`src/shared/pmrt_pkg.sv`:
```
// Package with register map, field positions and codes of the header signalling and roll-off tracker.
package pmrt_pkg;

    localparam int ADDR_W = 8;
    localparam int DATA_W = 32;
    localparam int CNT_W  = 16;
    localparam int KEY_W  = 7;
    localparam int KEYS   = 128;

    // Register byte offsets.
    localparam logic [ADDR_W-1:0] OFF_CTRL      = 8'h00;
    localparam logic [ADDR_W-1:0] OFF_SUB_SLICE = 8'h04;
    localparam logic [ADDR_W-1:0] OFF_THR_SMALL = 8'h08;
    localparam logic [ADDR_W-1:0] OFF_THR_WIDE  = 8'h0c;
    localparam logic [ADDR_W-1:0] OFF_VL_LEN1   = 8'h10;
    localparam logic [ADDR_W-1:0] OFF_VL_LEN2   = 8'h14;
    localparam logic [ADDR_W-1:0] OFF_STATUS    = 8'h18;
    localparam logic [ADDR_W-1:0] OFF_SMALL_CNT = 8'h1c;
    localparam logic [ADDR_W-1:0] OFF_WIDE_CNT  = 8'h20;
    localparam logic [ADDR_W-1:0] OFF_IRQ_STAT  = 8'h24;
    localparam logic [ADDR_W-1:0] OFF_IRQ_MASK  = 8'h28;

    // Control register fields.
    localparam int CTRL_TS_MODE_BIT = 0;
    localparam int CTRL_RESTART_BIT = 1;

    // Interrupt status fields.
    localparam int IRQ_W            = 3;
    localparam int IRQ_DECIDE_BIT   = 0;
    localparam int IRQ_VL_SKIP_BIT  = 1;
    localparam int IRQ_VL_SYNC_BIT  = 2;

    // Reset values and counter limits.
    localparam logic [CNT_W-1:0] THR_SMALL_RST = 16'h0010;
    localparam logic [CNT_W-1:0] THR_WIDE_RST  = 16'h0010;
    localparam logic [CNT_W-1:0] VL_LEN1_RST   = 16'h0000;
    localparam logic [CNT_W-1:0] VL_LEN2_RST   = 16'h0000;
    localparam logic [CNT_W-1:0] CNT_MAX       = 16'hffff;
    localparam logic [CNT_W-1:0] CNT_ONE       = 16'h0001;

    // Signalling values and fields.
    localparam logic [7:0] CODE_VL_SET1  = 8'h81;
    localparam logic [7:0] CODE_VL_SET2  = 8'h83;
    localparam int         CODE_EXT_BIT  = 7;
    localparam int         CODE_SIZE_BIT = 1;
    localparam logic [1:0] ROLLOFF_LOW   = 2'b11;

    typedef enum logic [1:0] {PREV_U, PREV_0, PREV_1} pmrt_prev_e;
    typedef enum logic [1:0] {RO_NONE, RO_SMALL, RO_WIDE} pmrt_range_e;

endpackage

```
`src/design/pmrt_hdr_class.sv`:
```
// Classifier of the 8-bit header signalling value into frame classes and tracking key.
`timescale 1ns/10ps
module pmrt_hdr_class
    import pmrt_pkg::*;
(
    input  wire logic [7:0]       code,
    output logic                  extended,
    output logic                  vl_skip,
    output logic                  vl_set2,
    output logic                  short_frame,
    output logic [KEY_W-1:0]      key
);
    assign extended = code[CODE_EXT_BIT];

    assign vl_skip = (code == CODE_VL_SET1) || (code == CODE_VL_SET2);
    assign vl_set2 = (code == CODE_VL_SET2);

    assign short_frame = ~code[CODE_EXT_BIT] & code[CODE_SIZE_BIT];

    assign key = code[CODE_EXT_BIT] ? {1'b1, code[6:1]} : {2'b00, code[6:2]};

endmodule

```
`src/design/pmrt_tracker.sv`:
```
// Header signalling classifier and per-key roll-off alternation tracker with APB registers.
`timescale 1ns/10ps
// Overview of operation
// - Values 0-127 legacy, 128-255 extended.
// - Extended code keeps legacy codewords unchanged.
// - Legacy header codeword passes without rotation.
// - Extended header: undo quarter-turn phase step.
// - Extended: size bit is enumeration, not length.
// - Values 129/131: skip very-low-SNR frame length.
// - Very-low-SNR frames found only by sync header.
// - Locked: first roll-off 11 selects small range.
// - Key from b2-b6 or b1-b6; slice from header.
// - Two-bit previous state per key, reset uninitialised.
// - Decode all frames, or subscribed slice only.
// - Update previous state per started frame outcome.
// - Roll-off tracking ignores configured input stream.
// - Evidence counters against thresholds decide range.
module pmrt_tracker
    import pmrt_pkg::*;
(
    input  wire logic                     pclk,
    input  wire logic                     presetn,
    input  wire logic                     psel,
    input  wire logic                     penable,
    input  wire logic                     pwrite,
    input  wire logic [pmrt_pkg::ADDR_W-1:0] paddr,
    input  wire logic [pmrt_pkg::DATA_W-1:0] pwdata,
    output logic [pmrt_pkg::DATA_W-1:0]   prdata,
    output logic                          pready,
    output logic                          pslverr,
    input  wire logic                     locked,
    input  wire logic                     acq_start,
    input  wire logic                     hdr_valid,
    input  wire logic [7:0]               hdr_code,
    input  wire logic [7:0]               time_slice_number,
    input  wire logic                     frame_done,
    input  wire logic                     frame_fail,
    input  wire logic                     frame_crc_err,
    input  wire logic [1:0]               frame_rolloff,
    input  wire logic                     vl_sync_det,
    input  wire logic [3:0]               vl_sync_modcod,
    output logic                          hdr_start,
    output logic                          hdr_extended,
    output logic                          hdr_derotate,
    output logic                          hdr_short,
    output logic                          skip_pulse,
    output logic [pmrt_pkg::CNT_W-1:0]    skip_len,
    output logic                          ro_small,
    output logic                          irq
);
    import pmrt_pkg::*;

    function automatic logic hit(input logic [ADDR_W-1:0] a, input logic [ADDR_W-1:0] off);
        hit = (a == off);
    endfunction

    // Register state.
    logic                 ts_mode;
    logic [7:0]           sub_slice;
    logic [CNT_W-1:0]     thr_small;
    logic [CNT_W-1:0]     thr_wide;
    logic [CNT_W-1:0]     vl_len1;
    logic [CNT_W-1:0]     vl_len2;
    logic [IRQ_W-1:0]     irq_stat;
    logic [IRQ_W-1:0]     irq_mask;
    logic [3:0]           vl_modcod;

    // Tracking state.
    pmrt_prev_e           prev_tab [KEYS];
    pmrt_range_e          range;
    pmrt_range_e          next_range;
    logic [CNT_W-1:0]     small_rolloff_evidence_count;
    logic [CNT_W-1:0]     wide_rolloff_evidence_count;
    logic [KEY_W-1:0]     cur_key;
    logic                 cur_track;

    // Bus decode.
    wire                  setup_phase = psel & ~penable;
    wire                  wr_take     = psel & penable & pwrite & pready;
    wire                  rd_take     = psel & penable & ~pwrite & pready;
    wire                  addr_ok     = hit(paddr, OFF_CTRL) || hit(paddr, OFF_SUB_SLICE)
                                     || hit(paddr, OFF_THR_SMALL) || hit(paddr, OFF_THR_WIDE)
                                     || hit(paddr, OFF_VL_LEN1) || hit(paddr, OFF_VL_LEN2)
                                     || hit(paddr, OFF_STATUS) || hit(paddr, OFF_SMALL_CNT)
                                     || hit(paddr, OFF_WIDE_CNT) || hit(paddr, OFF_IRQ_STAT)
                                     || hit(paddr, OFF_IRQ_MASK);
    wire                  sw_restart  = wr_take & hit(paddr, OFF_CTRL) & pwdata[CTRL_RESTART_BIT];
    wire                  restart     = acq_start | sw_restart;
    wire                  irq_rd_clr  = rd_take & hit(paddr, OFF_IRQ_STAT);

    // Header classification.
    logic                 cls_ext;
    logic                 cls_vl_skip;
    logic                 cls_vl_set2;
    logic                 cls_short;
    logic [KEY_W-1:0]     cls_key;

    pmrt_hdr_class u_class
    (
        .code        (hdr_code),
        .extended    (cls_ext),
        .vl_skip     (cls_vl_skip),
        .vl_set2     (cls_vl_set2),
        .short_frame (cls_short),
        .key         (cls_key)
    );

    wire                  slice_ok    = ~ts_mode | (time_slice_number == sub_slice);
    wire                  start_dec   = hdr_valid & ~cls_vl_skip & slice_ok;

    wire                  upd         = frame_done & cur_track & ~restart;
    wire                  cls_u       = frame_fail | frame_crc_err;
    wire                  cls_low     = ~cls_u & (frame_rolloff == ROLLOFF_LOW);
    wire                  cls_high    = ~cls_u & (frame_rolloff != ROLLOFF_LOW);
    wire pmrt_prev_e      prev_cur    = prev_tab[cur_key];

    wire                  ev_small    = upd & ((cls_low & (prev_cur == PREV_0))
                                        | (cls_high & (prev_cur == PREV_1)));
    wire                  ev_wide     = upd & ((cls_low & (prev_cur == PREV_1))
                                        | (cls_high & (prev_cur == PREV_0)));
    wire pmrt_prev_e      prev_new    = cls_u ? PREV_U : (cls_low ? PREV_1 : PREV_0);

    wire [CNT_W-1:0]      next_small  = (small_rolloff_evidence_count == CNT_MAX)
                                        ? CNT_MAX : small_rolloff_evidence_count + CNT_ONE;
    wire [CNT_W-1:0]      next_wide   = (wide_rolloff_evidence_count == CNT_MAX)
                                        ? CNT_MAX : wide_rolloff_evidence_count + CNT_ONE;

    wire                  small_over  = small_rolloff_evidence_count >= thr_small;
    wire                  wide_over   = wide_rolloff_evidence_count >= thr_wide;

    wire                  first_low   = upd & cls_low & locked;

    always_comb
    begin
        next_range = range;
        case (range)
            RO_NONE:
            begin
                if (first_low || small_over)
                    next_range = RO_SMALL;
                else if (wide_over)
                    next_range = RO_WIDE;
            end
            RO_SMALL:
            begin
                if (wide_over && !small_over && !first_low)
                    next_range = RO_WIDE;
            end
            RO_WIDE:
            begin
                if (first_low || small_over)
                    next_range = RO_SMALL;
            end
            default:
            begin
                next_range = RO_NONE;
            end
        endcase
    end

    wire                  decide_evt  = (next_range != range) & ~restart;

    // Read data selection.
    wire [DATA_W-1:0]     rd_val =
        hit(paddr, OFF_CTRL)      ? {31'h0, ts_mode} :
        hit(paddr, OFF_SUB_SLICE) ? {24'h0, sub_slice} :
        hit(paddr, OFF_THR_SMALL) ? {16'h0, thr_small} :
        hit(paddr, OFF_THR_WIDE)  ? {16'h0, thr_wide} :
        hit(paddr, OFF_VL_LEN1)   ? {16'h0, vl_len1} :
        hit(paddr, OFF_VL_LEN2)   ? {16'h0, vl_len2} :
        hit(paddr, OFF_STATUS)    ? {24'h0, vl_modcod, locked, cur_track, range} :
        hit(paddr, OFF_SMALL_CNT) ? {16'h0, small_rolloff_evidence_count} :
        hit(paddr, OFF_WIDE_CNT)  ? {16'h0, wide_rolloff_evidence_count} :
        hit(paddr, OFF_IRQ_STAT)  ? {29'h0, irq_stat} :
        hit(paddr, OFF_IRQ_MASK)  ? {29'h0, irq_mask} : 32'h0;

    // Interrupt events; a read clears only the bits it returned, and a new event wins.
    wire [IRQ_W-1:0]      irq_evt = {vl_sync_det, hdr_valid & cls_vl_skip, decide_evt};
    wire [IRQ_W-1:0]      next_irq_stat = (irq_stat & ~(irq_rd_clr ? prdata[IRQ_W-1:0] : {IRQ_W{1'b0}})) | irq_evt;

    // APB answer: one wait-free access phase, data latched at setup.
    always_ff @(posedge pclk or negedge presetn)
    begin
        if (!presetn)
        begin
            pready  <= 1'b0;
            pslverr <= 1'b0;
            prdata  <= 32'h0;
        end
        else
        begin
            pready  <= setup_phase;
            pslverr <= setup_phase & ~addr_ok;
            prdata  <= (setup_phase & ~pwrite) ? rd_val : 32'h0;
        end
    end

    // Software-written configuration.
    always_ff @(posedge pclk or negedge presetn)
    begin
        if (!presetn)
        begin
            ts_mode   <= 1'b0;
            sub_slice <= 8'h00;
            thr_small <= THR_SMALL_RST;
            thr_wide  <= THR_WIDE_RST;
            vl_len1   <= VL_LEN1_RST;
            vl_len2   <= VL_LEN2_RST;
            irq_mask  <= {IRQ_W{1'b0}};
        end
        else if (wr_take)
        begin
            if (hit(paddr, OFF_CTRL))
                ts_mode <= pwdata[CTRL_TS_MODE_BIT];
            else if (hit(paddr, OFF_SUB_SLICE))
                sub_slice <= pwdata[7:0];
            else if (hit(paddr, OFF_THR_SMALL))
                thr_small <= pwdata[CNT_W-1:0];
            else if (hit(paddr, OFF_THR_WIDE))
                thr_wide <= pwdata[CNT_W-1:0];
            else if (hit(paddr, OFF_VL_LEN1))
                vl_len1 <= pwdata[CNT_W-1:0];
            else if (hit(paddr, OFF_VL_LEN2))
                vl_len2 <= pwdata[CNT_W-1:0];
            else if (hit(paddr, OFF_IRQ_MASK))
                irq_mask <= pwdata[IRQ_W-1:0];
        end
    end

    // Interrupt status and line.
    always_ff @(posedge pclk or negedge presetn)
    begin
        if (!presetn)
        begin
            irq_stat <= {IRQ_W{1'b0}};
            irq      <= 1'b0;
        end
        else
        begin
            irq_stat <= next_irq_stat;
            irq      <= |(next_irq_stat & irq_mask);
        end
    end

    // Header-side outputs, one cycle after the header strobe.
    always_ff @(posedge pclk or negedge presetn)
    begin
        if (!presetn)
        begin
            hdr_start    <= 1'b0;
            hdr_extended <= 1'b0;
            hdr_derotate <= 1'b0;
            hdr_short    <= 1'b0;
            skip_pulse   <= 1'b0;
            skip_len     <= {CNT_W{1'b0}};
        end
        else
        begin
            hdr_start <= start_dec;
            if (hdr_valid)
            begin
                hdr_extended <= cls_ext;
                hdr_derotate <= cls_ext;
                hdr_short    <= cls_short;
            end
            skip_pulse <= hdr_valid & cls_vl_skip;
            if (hdr_valid && cls_vl_skip)
                skip_len <= cls_vl_set2 ? vl_len2 : vl_len1;
        end
    end

    always_ff @(posedge pclk or negedge presetn)
    begin
        if (!presetn)
            vl_modcod <= 4'h0;
        else if (vl_sync_det)
            vl_modcod <= vl_sync_modcod;
    end

    // Frame context, stream id not used
    always_ff @(posedge pclk or negedge presetn)
    begin
        if (!presetn)
        begin
            cur_key   <= {KEY_W{1'b0}};
            cur_track <= 1'b0;
        end
        else if (restart)
            cur_track <= 1'b0;
        else if (start_dec)
        begin
            cur_key   <= cls_key;
            cur_track <= 1'b1;
        end
        else if (frame_done)
            cur_track <= 1'b0;
    end

    genvar gi;
    generate
        for (gi = 0; gi < KEYS; gi++)
        begin : g_prev
            always_ff @(posedge pclk or negedge presetn)
            begin
                if (!presetn)
                    prev_tab[gi] <= PREV_U;
                else if (restart)
                    prev_tab[gi] <= PREV_U;
                else if (upd && (cur_key == KEY_W'(gi)))
                    prev_tab[gi] <= prev_new;
            end
        end
    endgenerate

    always_ff @(posedge pclk or negedge presetn)
    begin
        if (!presetn)
        begin
            small_rolloff_evidence_count <= {CNT_W{1'b0}};
            wide_rolloff_evidence_count  <= {CNT_W{1'b0}};
            range                        <= RO_NONE;
            ro_small                     <= 1'b0;
        end
        else if (restart)
        begin
            small_rolloff_evidence_count <= {CNT_W{1'b0}};
            wide_rolloff_evidence_count  <= {CNT_W{1'b0}};
            range                        <= RO_NONE;
            ro_small                     <= 1'b0;
        end
        else
        begin
            if (ev_small)
                small_rolloff_evidence_count <= next_small;
            if (ev_wide)
                wide_rolloff_evidence_count <= next_wide;
            range    <= next_range;
            ro_small <= (next_range == RO_SMALL);
        end
    end

endmodule

```
`config.mk`:
```
export PLATFORM = sky130hd
export DESIGN_NAME = pmrt_tracker
export DESIGN_NICKNAME = d
export VERILOG_FILES = /design/src/shared/pmrt_pkg.sv /design/src/design/pmrt_hdr_class.sv /design/src/design/pmrt_tracker.sv
export SDC_FILE = /design/constraint.sdc
export NUM_CORES = 1
export LEC_CHECK = 0
export BUFFER_PORTS_ARGS = -buffer_cell sky130_fd_sc_hd__clkbuf_2
export CORE_MARGIN = 3
export CORE_UTILIZATION = 55
export DETAILED_ROUTE_END_ITERATION = 7
export PLACE_DENSITY = 0.76
export SLEW_MARGIN = 20
export SYNTH_ARGS = -nofsm -noshare
export SYNTH_HDL_FRONTEND = slang
export SYNTH_SLANG_ARGS = --single-unit
```
`constraint.sdc`:
```
create_clock -name pclk -period 2.65 [get_ports pclk]
set_input_delay 0.3975 -clock pclk [delete_from_list [all_inputs] [get_ports pclk]]
set_output_delay 0.3975 -clock pclk [all_outputs]
set_load 0.02 [all_outputs]
```
==> results of run 1 <==
[routing by layer]
layer	vias up	GRT usage	part of all wire
met3	225	0.0509	0.075
met4	0	0.143	0.052
li1	7887	-	-
met5	-	0	0
met2	866	0.502	0.49
met1	8813	0.395	0.38
[repair_timing]
| item | in CTS | in global routing |
|---|---|---|
| hold buffers | 1 | 0 |
| endpoints found under the setup margin | 95 | 66 |
| buffers inserted | 15 | 18 |
| pin swaps | 24 | 21 |
| gates resized for setup | 51 | 61 |
| endpoints found under the hold margin | 58 | 0 |
| gates cloned | 3 | 0 |
[placed cells by master, fill, tap and decap left out, types with 26 or more instances in the layout]
master     netlist  layout
mux4_2          55      55
clkbuf_2         0      97
mux2i_1         96      94
clkbuf_16        0      46
mux2_2          98      98
a21oi_1         68      55
dfrtp_1        419     417
nor2_1         101      96
nand2_1        246     245
nand3_1        225     220
o21ai_0        231     228
ha_1            34      33
inv_1           43      42
buf_4           20     176
buf_12           0      26
[power by group]
group,total (W),switching [W],internal [W],leakage [nW]
clock network,0.00680,0.00267,0.00413,0.783
registers,0.00651,0.0000435,0.00647,5.83
logic,0.00163,0.000977,0.000657,4.74
total,0.0149,0.00369,0.0113,11.3
[sequential cells by signal, indices dropped and copies added (netlist names), 4 cells and up]
signal and flops:
thr_wide 16, skip_len 16, cur_key 7, prev_tab 256, prdata 16, wide_rolloff_evidence_count 16, vl_len1 16, thr_small 16
vl_len2 16, vl_modcod 4, small_rolloff_evidence_count 16, sub_slice 8
[kinds of logic (layout without fill, tap and decap cells)]
| group | count (synthesis) | in the layout | synth area share |
|---|---|---|---|
| xor gates and xnor gates | 8 | 8 | 0.00332 |
| other | 1 | 16 | 0.000178 |
| muxes | 254 | 254 | 0.160 |
| adders and majority gates | 34 | 34 | 0.0201 |
| buffers and inverters | 191 | 438 | 0.0410 |
| DFF | 421 | 421 | 0.499 |
| and+or+nand+nor | 695 | 696 | 0.152 |
| AOI/OAI and AO/OA | 443 | 443 | 0.124 |
[critical path, cell delays in order, from the launching register on]
cell and delay [ns]:
dfrtp_4 0.52, buf_12 0.16, buf_12 0.13, buf_12 0.13, mux2_2 0.26, o21ai_1 0.21, nor3_2 0.09, a2111oi_2 0.38
buf_4 0.20, o21a_4 0.14, o21ai_2 0.06, mux2i_4 0.17, buf_12 0.15, buf_4 0.11, buf_8 0.11, a21oi_2 0.06
a211oi_2 0.21
[layout make-up]
type                    count  area (um2)
multi-input cells        1451       10300
flip-flops and latches    421       10500
clock buffers              63        1310
clock inverters            17         287
inverters                  44         165
fillers                  2664       12000
repair buffers            314        2540
well taps                 511         639
[path summary, 6_finish.rpt]
check,cells past startpoint,to,from,slack (ns)
max,16,wide_rolloff_evidence_count[7],cur_key[0],-0.57
min reg2reg,2,skip_len[2],skip_len[2],0.49
min in group asynchronous,2,prev_tab[236],presetn,0.37
max reg2reg,16,wide_rolloff_evidence_count[7],cur_key[0],-0.57
max in group asynchronous,3,thr_wide[0],presetn,1.40
min,2,vl_modcod[0],vl_sync_modcod[0],0.06
[metrics by stage]
step / TNS, ns / utilization
floorplan: -2.75 / -
global placement: -26.49 / 0.618
detailed placement: -36.25 / 0.618
CTS: -14.19 / 0.671
global route: -20.54 / 0.683
finish: -16.05 / 0.683
==> metrics.csv, run 1 <==
metric;value;unit
yosysUniqueCellTypes;71;
gp_congestion;0.952;
irDropWorstVdd;0.000532;V
drc;0;
power;0.0149;W
start_kind;register;
synth-edff-count;0;
routed_wl;62.7;mm
drive_gt1_frac;0.276;
boundaryPins;131;
clock_path_buffers;3;
ant_nets;0;
critical_path_arrival;3.71;ns
synth_largest_area_cell;dfrtp_1;
p_leak;11.3;nW
p_per_area;580;nW/um2
grt_overflow;0;
worstPathMaxFanout;11;
synth_most_common_cell;dfrtp_1;
port_buffers;98;
synth_cells;2047;
syn-cell-area;21100;um2
fin_crit;3.22;ns
synthTopCellsByArea;dfrtp_1 (50%), mux4_2 (5.9%), o21ai_0 (5.5%);
clkTransAtPathRegs;0.07;ns
die_area;40800;um2
slew_headroom;0.545;
start_util;0.559;
cts_made_buffers;45;
setup_viol;33;
htreeDepth;2;
timing.final.ws_setup;-0.568;ns
drtIter0Drc;2086;
grt_max_degree;129;
yosys_warnings;0;
nNetsFinal;2385;
ys_seq_area_frac;0.499;
final_cells;2821;
cts_root_buf;clkbuf_16;
critPathRequiredTime;3.14;ns
num_rows;71;
tightest_slew;0.683;ns
antenna_found_initial;0;
clock-sinks;421;
final_area;25800;um2
area.growth.synth_to_final;22.1;%
firstDrtPassIters;5;
vias;17800;
rsz0062_at_grt;yes;
first_global_vias;18200;
synth_area_per_cell;10.3;um2
crit_path_end_kind;register;
drv_cap;0;
viasPerCell;6.31;
period_share;1.21;
fin_hold_ws;0.0579;ns
timing.final.max_slew_violations;0;
synthFlopType;dfrtp_1;
grt_pass1_wl;99.2;mm
place_ws;-0.677;ns
insertion_delay;0.59;ns
synth_async_sr_flop_share;1.00;
hold_viol_final;0;
dp_cells;2708;
dp_hpwl;42.3;mm
min_path_type;in2reg;
fp.dieW;202;um
synth_commonest_cells;dfrtp_1 (419), nand2_1 (246), o21ai_0 (231);
skew;0.0231;ns
fmax;311;MHz
coreArea;37800;um2
tritoncts;built;
wl_per_cell;22.2;um
synth-seq-cells;421;
die_h;202;um
antennaDiodeCount;0;
synth.top_cell.area_share;0.497;
grt_usage;0.304;
status;complete, but fails checks;
crit_type;reg2reg;
violations;setup timing;
dpl_cell_area;23300;um2
Note: power is estimated with default switching activity, not from simulation.
==> run 2: changes to the inputs <==
--- a/config.mk
+++ b/config.mk
@@ -6,10 +6,12 @@
 export NUM_CORES = 1
 export LEC_CHECK = 0
 export BUFFER_PORTS_ARGS = -buffer_cell sky130_fd_sc_hd__clkbuf_2
+export CELL_PAD_IN_SITES_DETAIL_PLACEMENT = 1
+export CELL_PAD_IN_SITES_GLOBAL_PLACEMENT = 2
 export CORE_MARGIN = 3
-export CORE_UTILIZATION = 55
+export CORE_UTILIZATION = 36
 export DETAILED_ROUTE_END_ITERATION = 7
-export PLACE_DENSITY = 0.76
+export PLACE_DENSITY_LB_ADDON = 0.1
 export SLEW_MARGIN = 20
 export SYNTH_ARGS = -nofsm -noshare
 export SYNTH_HDL_FRONTEND = slang
==> run 2 against run 1 <==
Register-to-register slack worse by 0.05 ns. First-iteration DRC count fell by 43%. Clock skew shrank 0.00091 ns. Clock power rose by 3.1%. Via count down 1.4%. The run still ends with setup timing left. Utilization down 22 points. Global-route usage is 5.4 points lower. Total power is 2.9% higher.
==> metrics.csv, run 2 (synthesis results as in run 1) <==
metric;value;unit;change
fp.dieW;248;um;was 202 um
min_path_type;in2reg;;unchanged
final_area;27000;um2;was 25,800 um2
critical_path_arrival;3.74;ns;was 3.71 ns
place_ws;-0.703;ns;was -0.677 ns
dp_hpwl;54.1;mm;was 42.3 mm
final_common_cell;dfrtp_1;;unchanged
clock_path_buffers;3;;unchanged
fin_setup_tns;-17.83;ns;was -16.05 ns
sw_frac_of_total;0.261;;was 0.247
drive_gt1_frac;0.305;;was 0.276
largest_reg_flops;256;;unchanged
irDropWorstVdd;0.000440;V;was 0.000532 V
grt_pass1_wl;117;mm;was 99.2 mm
rrSetupSlack;-0.62;ns;was -0.57 ns
coreArea;57900;um2;was 37,800 um2
final_cell_mix;dfrtp_1 (417), nand2_1 (241), o21ai_0 (227), buf_4 (227), nand3_1 (219);;was dfrtp_1 (417), nand2_1 (245), o21ai_0 (228)
timing.final.ws_setup;-0.620;ns;was -0.568 ns
power;0.0154;W;was 0.0149 W
insertion_delay;0.60;ns;was 0.59 ns
period_share;1.23;;was 1.21
die_area;61600;um2;was 40,800 um2
p_per_area;569;nW/um2;was 580 nW/um2
status;complete, but fails checks;;unchanged
viasPerCell;5.56;;was 6.31
drc;0;;unchanged
nNetsFinal;2461;;was 2,385
grt_usage;0.250;;was 0.304
grt_max_degree;133;;was 129
htreeDepth;2;;unchanged
gp_congestion;0.840;;was 0.952
p_leak;11.8;nW;was 11.3 nW
antenna_found_initial;0;;unchanged
power_frac_clock;0.456;;was 0.455
clock-sinks;421;;unchanged
wl_per_cell;24.2;um;was 22.2 um
skew;0.0222;ns;was 0.0231 ns
fill_cells;6387;;was 2,664
worstPathMaxFanout;7;;was 11
dpl_cell_area;24200;um2;was 23,300 um2
drv_cap;0;;unchanged
fin_crit;3.27;ns;was 3.22 ns
top_register;prev_tab;;unchanged
tightest_slew;0.785;ns;was 0.683 ns
crit_type;reg2reg;;unchanged
cts_made_buffers;50;;was 45
routed_wl;76.5;mm;was 62.7 mm
first_global_vias;18600;;was 18,200
grt_overflow;0;;unchanged
setup_viol;34;;was 33
crit_path_end_kind;register;;unchanged
start_kind;register;;unchanged
violations;setup timing;;unchanged
pwr-share-seq;0.424;;was 0.436
firstDrtPassIters;5;;unchanged
die_h;248;um;was 202 um
p_sw;0.00401;W;was 0.00369 W
dp_cells;3028;;was 2,708
boundaryPins;131;;unchanged
start_util;0.365;;was 0.559
tritoncts;built;;unchanged
ant_nets;0;;unchanged
slew_headroom;0.477;;was 0.545
intPower;0.0114;W;was 0.0113 W
area.growth.synth_to_final;27.8;%;was 22.1%
final_cells;3156;;was 2,821
num_rows;88;;was 71
combPwrFrac;0.120;;was 0.109
hold_viol_final;0;;unchanged
cts_root_buf;clkbuf_16;;unchanged
drtIter0Drc;1192;;was 2,086
fmax;306;MHz;was 311 MHz
clkTransAtPathRegs;0.06;ns;was 0.07 ns
critPathRequiredTime;3.12;ns;was 3.14 ns
rsz0062_at_grt;yes;;unchanged
vias;17500;;was 17,800
port_buffers;98;;unchanged
timing.final.max_slew_violations;0;;unchanged
## run 2: layer usage
layer  up-vias  wire [um]  track usage
met1      9080      37600        0.376
met2       349      33900        0.381
met5         -          0            0
li1       8036          -            -
met3        78       3630       0.0379
met4         0       1360       0.0539
## run 2: power by group through the flow
stage                     Sequential (W)  Clock [W]  Combinational [W]
after detailed placement         0.00663          0            0.00158
after global placement           0.00663          0            0.00157
after global routing             0.00652    0.00746            0.00198
final                            0.00652    0.00701            0.00185
after floorplan                  0.00662          0           0.000739
after CTS                        0.00652    0.00717            0.00177
## run 2: cell type report
class	count	area, um2	share of cell area
Sequential cell	421	10500	0.391
Multi-Input combinational cell	1451	10400	0.385
Timing Repair Buffer	385	3290	0.122
Clock buffer	75	1520	0.0562
Tap cell	765	957	0.0355
Inverter	44	165	0.00612
Clock inverter	14	131	0.00487
Antenna cell	1	2.50	0.0000927
## run 2: timing repair
| action | CTS | global route |
|---|---|---|
| endpoints found under the hold margin | 45 | 0 |
| gates cloned | 7 | 1 |
| endpoints found under the setup margin | 57 | 116 |
| gates resized for setup | 93 | 46 |
| hold buffers | 1 | 0 |
| setup buffers | 17 | 15 |
| pin swaps | 47 | 29 |
## run 2: critical path, stage by stage, from the launching register on
cell     delay (ns)
dfrtp_4        0.49
buf_8          0.15
buf_8          0.13
mux4_2         0.52
mux4_2         0.52
a21oi_2        0.14
nand2_1        0.09
nand3_4        0.14
buf_12         0.11
mux2i_4        0.23
buf_12         0.15
buf_8          0.12
buf_6          0.10
and4_1         0.19
nor3_2         0.04
## run 2: final timing paths
kind / startpoint / to / cells past startpoint
worst min-delay path: vl_sync_modcod[3] / vl_modcod[3] / 2
min in group asynchronous: presetn / skip_pulse / 2
worst max register to register: cur_key[0] / wide_rolloff_evidence_count[10] / 14
max in group asynchronous: presetn / prev_tab[59] / 4
worst min register to register: skip_len[13] / skip_len[13] / 2
worst max-delay path: cur_key[0] / wide_rolloff_evidence_count[10] / 14
## run 2: stage by stage
stage / hold slack (ns) / util
CTS: 0.0137 / 0.460
global route: 0.0390 / 0.466
detailed placement: 0.396 / 0.418
global placement: 0.392 / 0.418
floorplan: 0.102 / -
finish: 0.0496 / 0.466
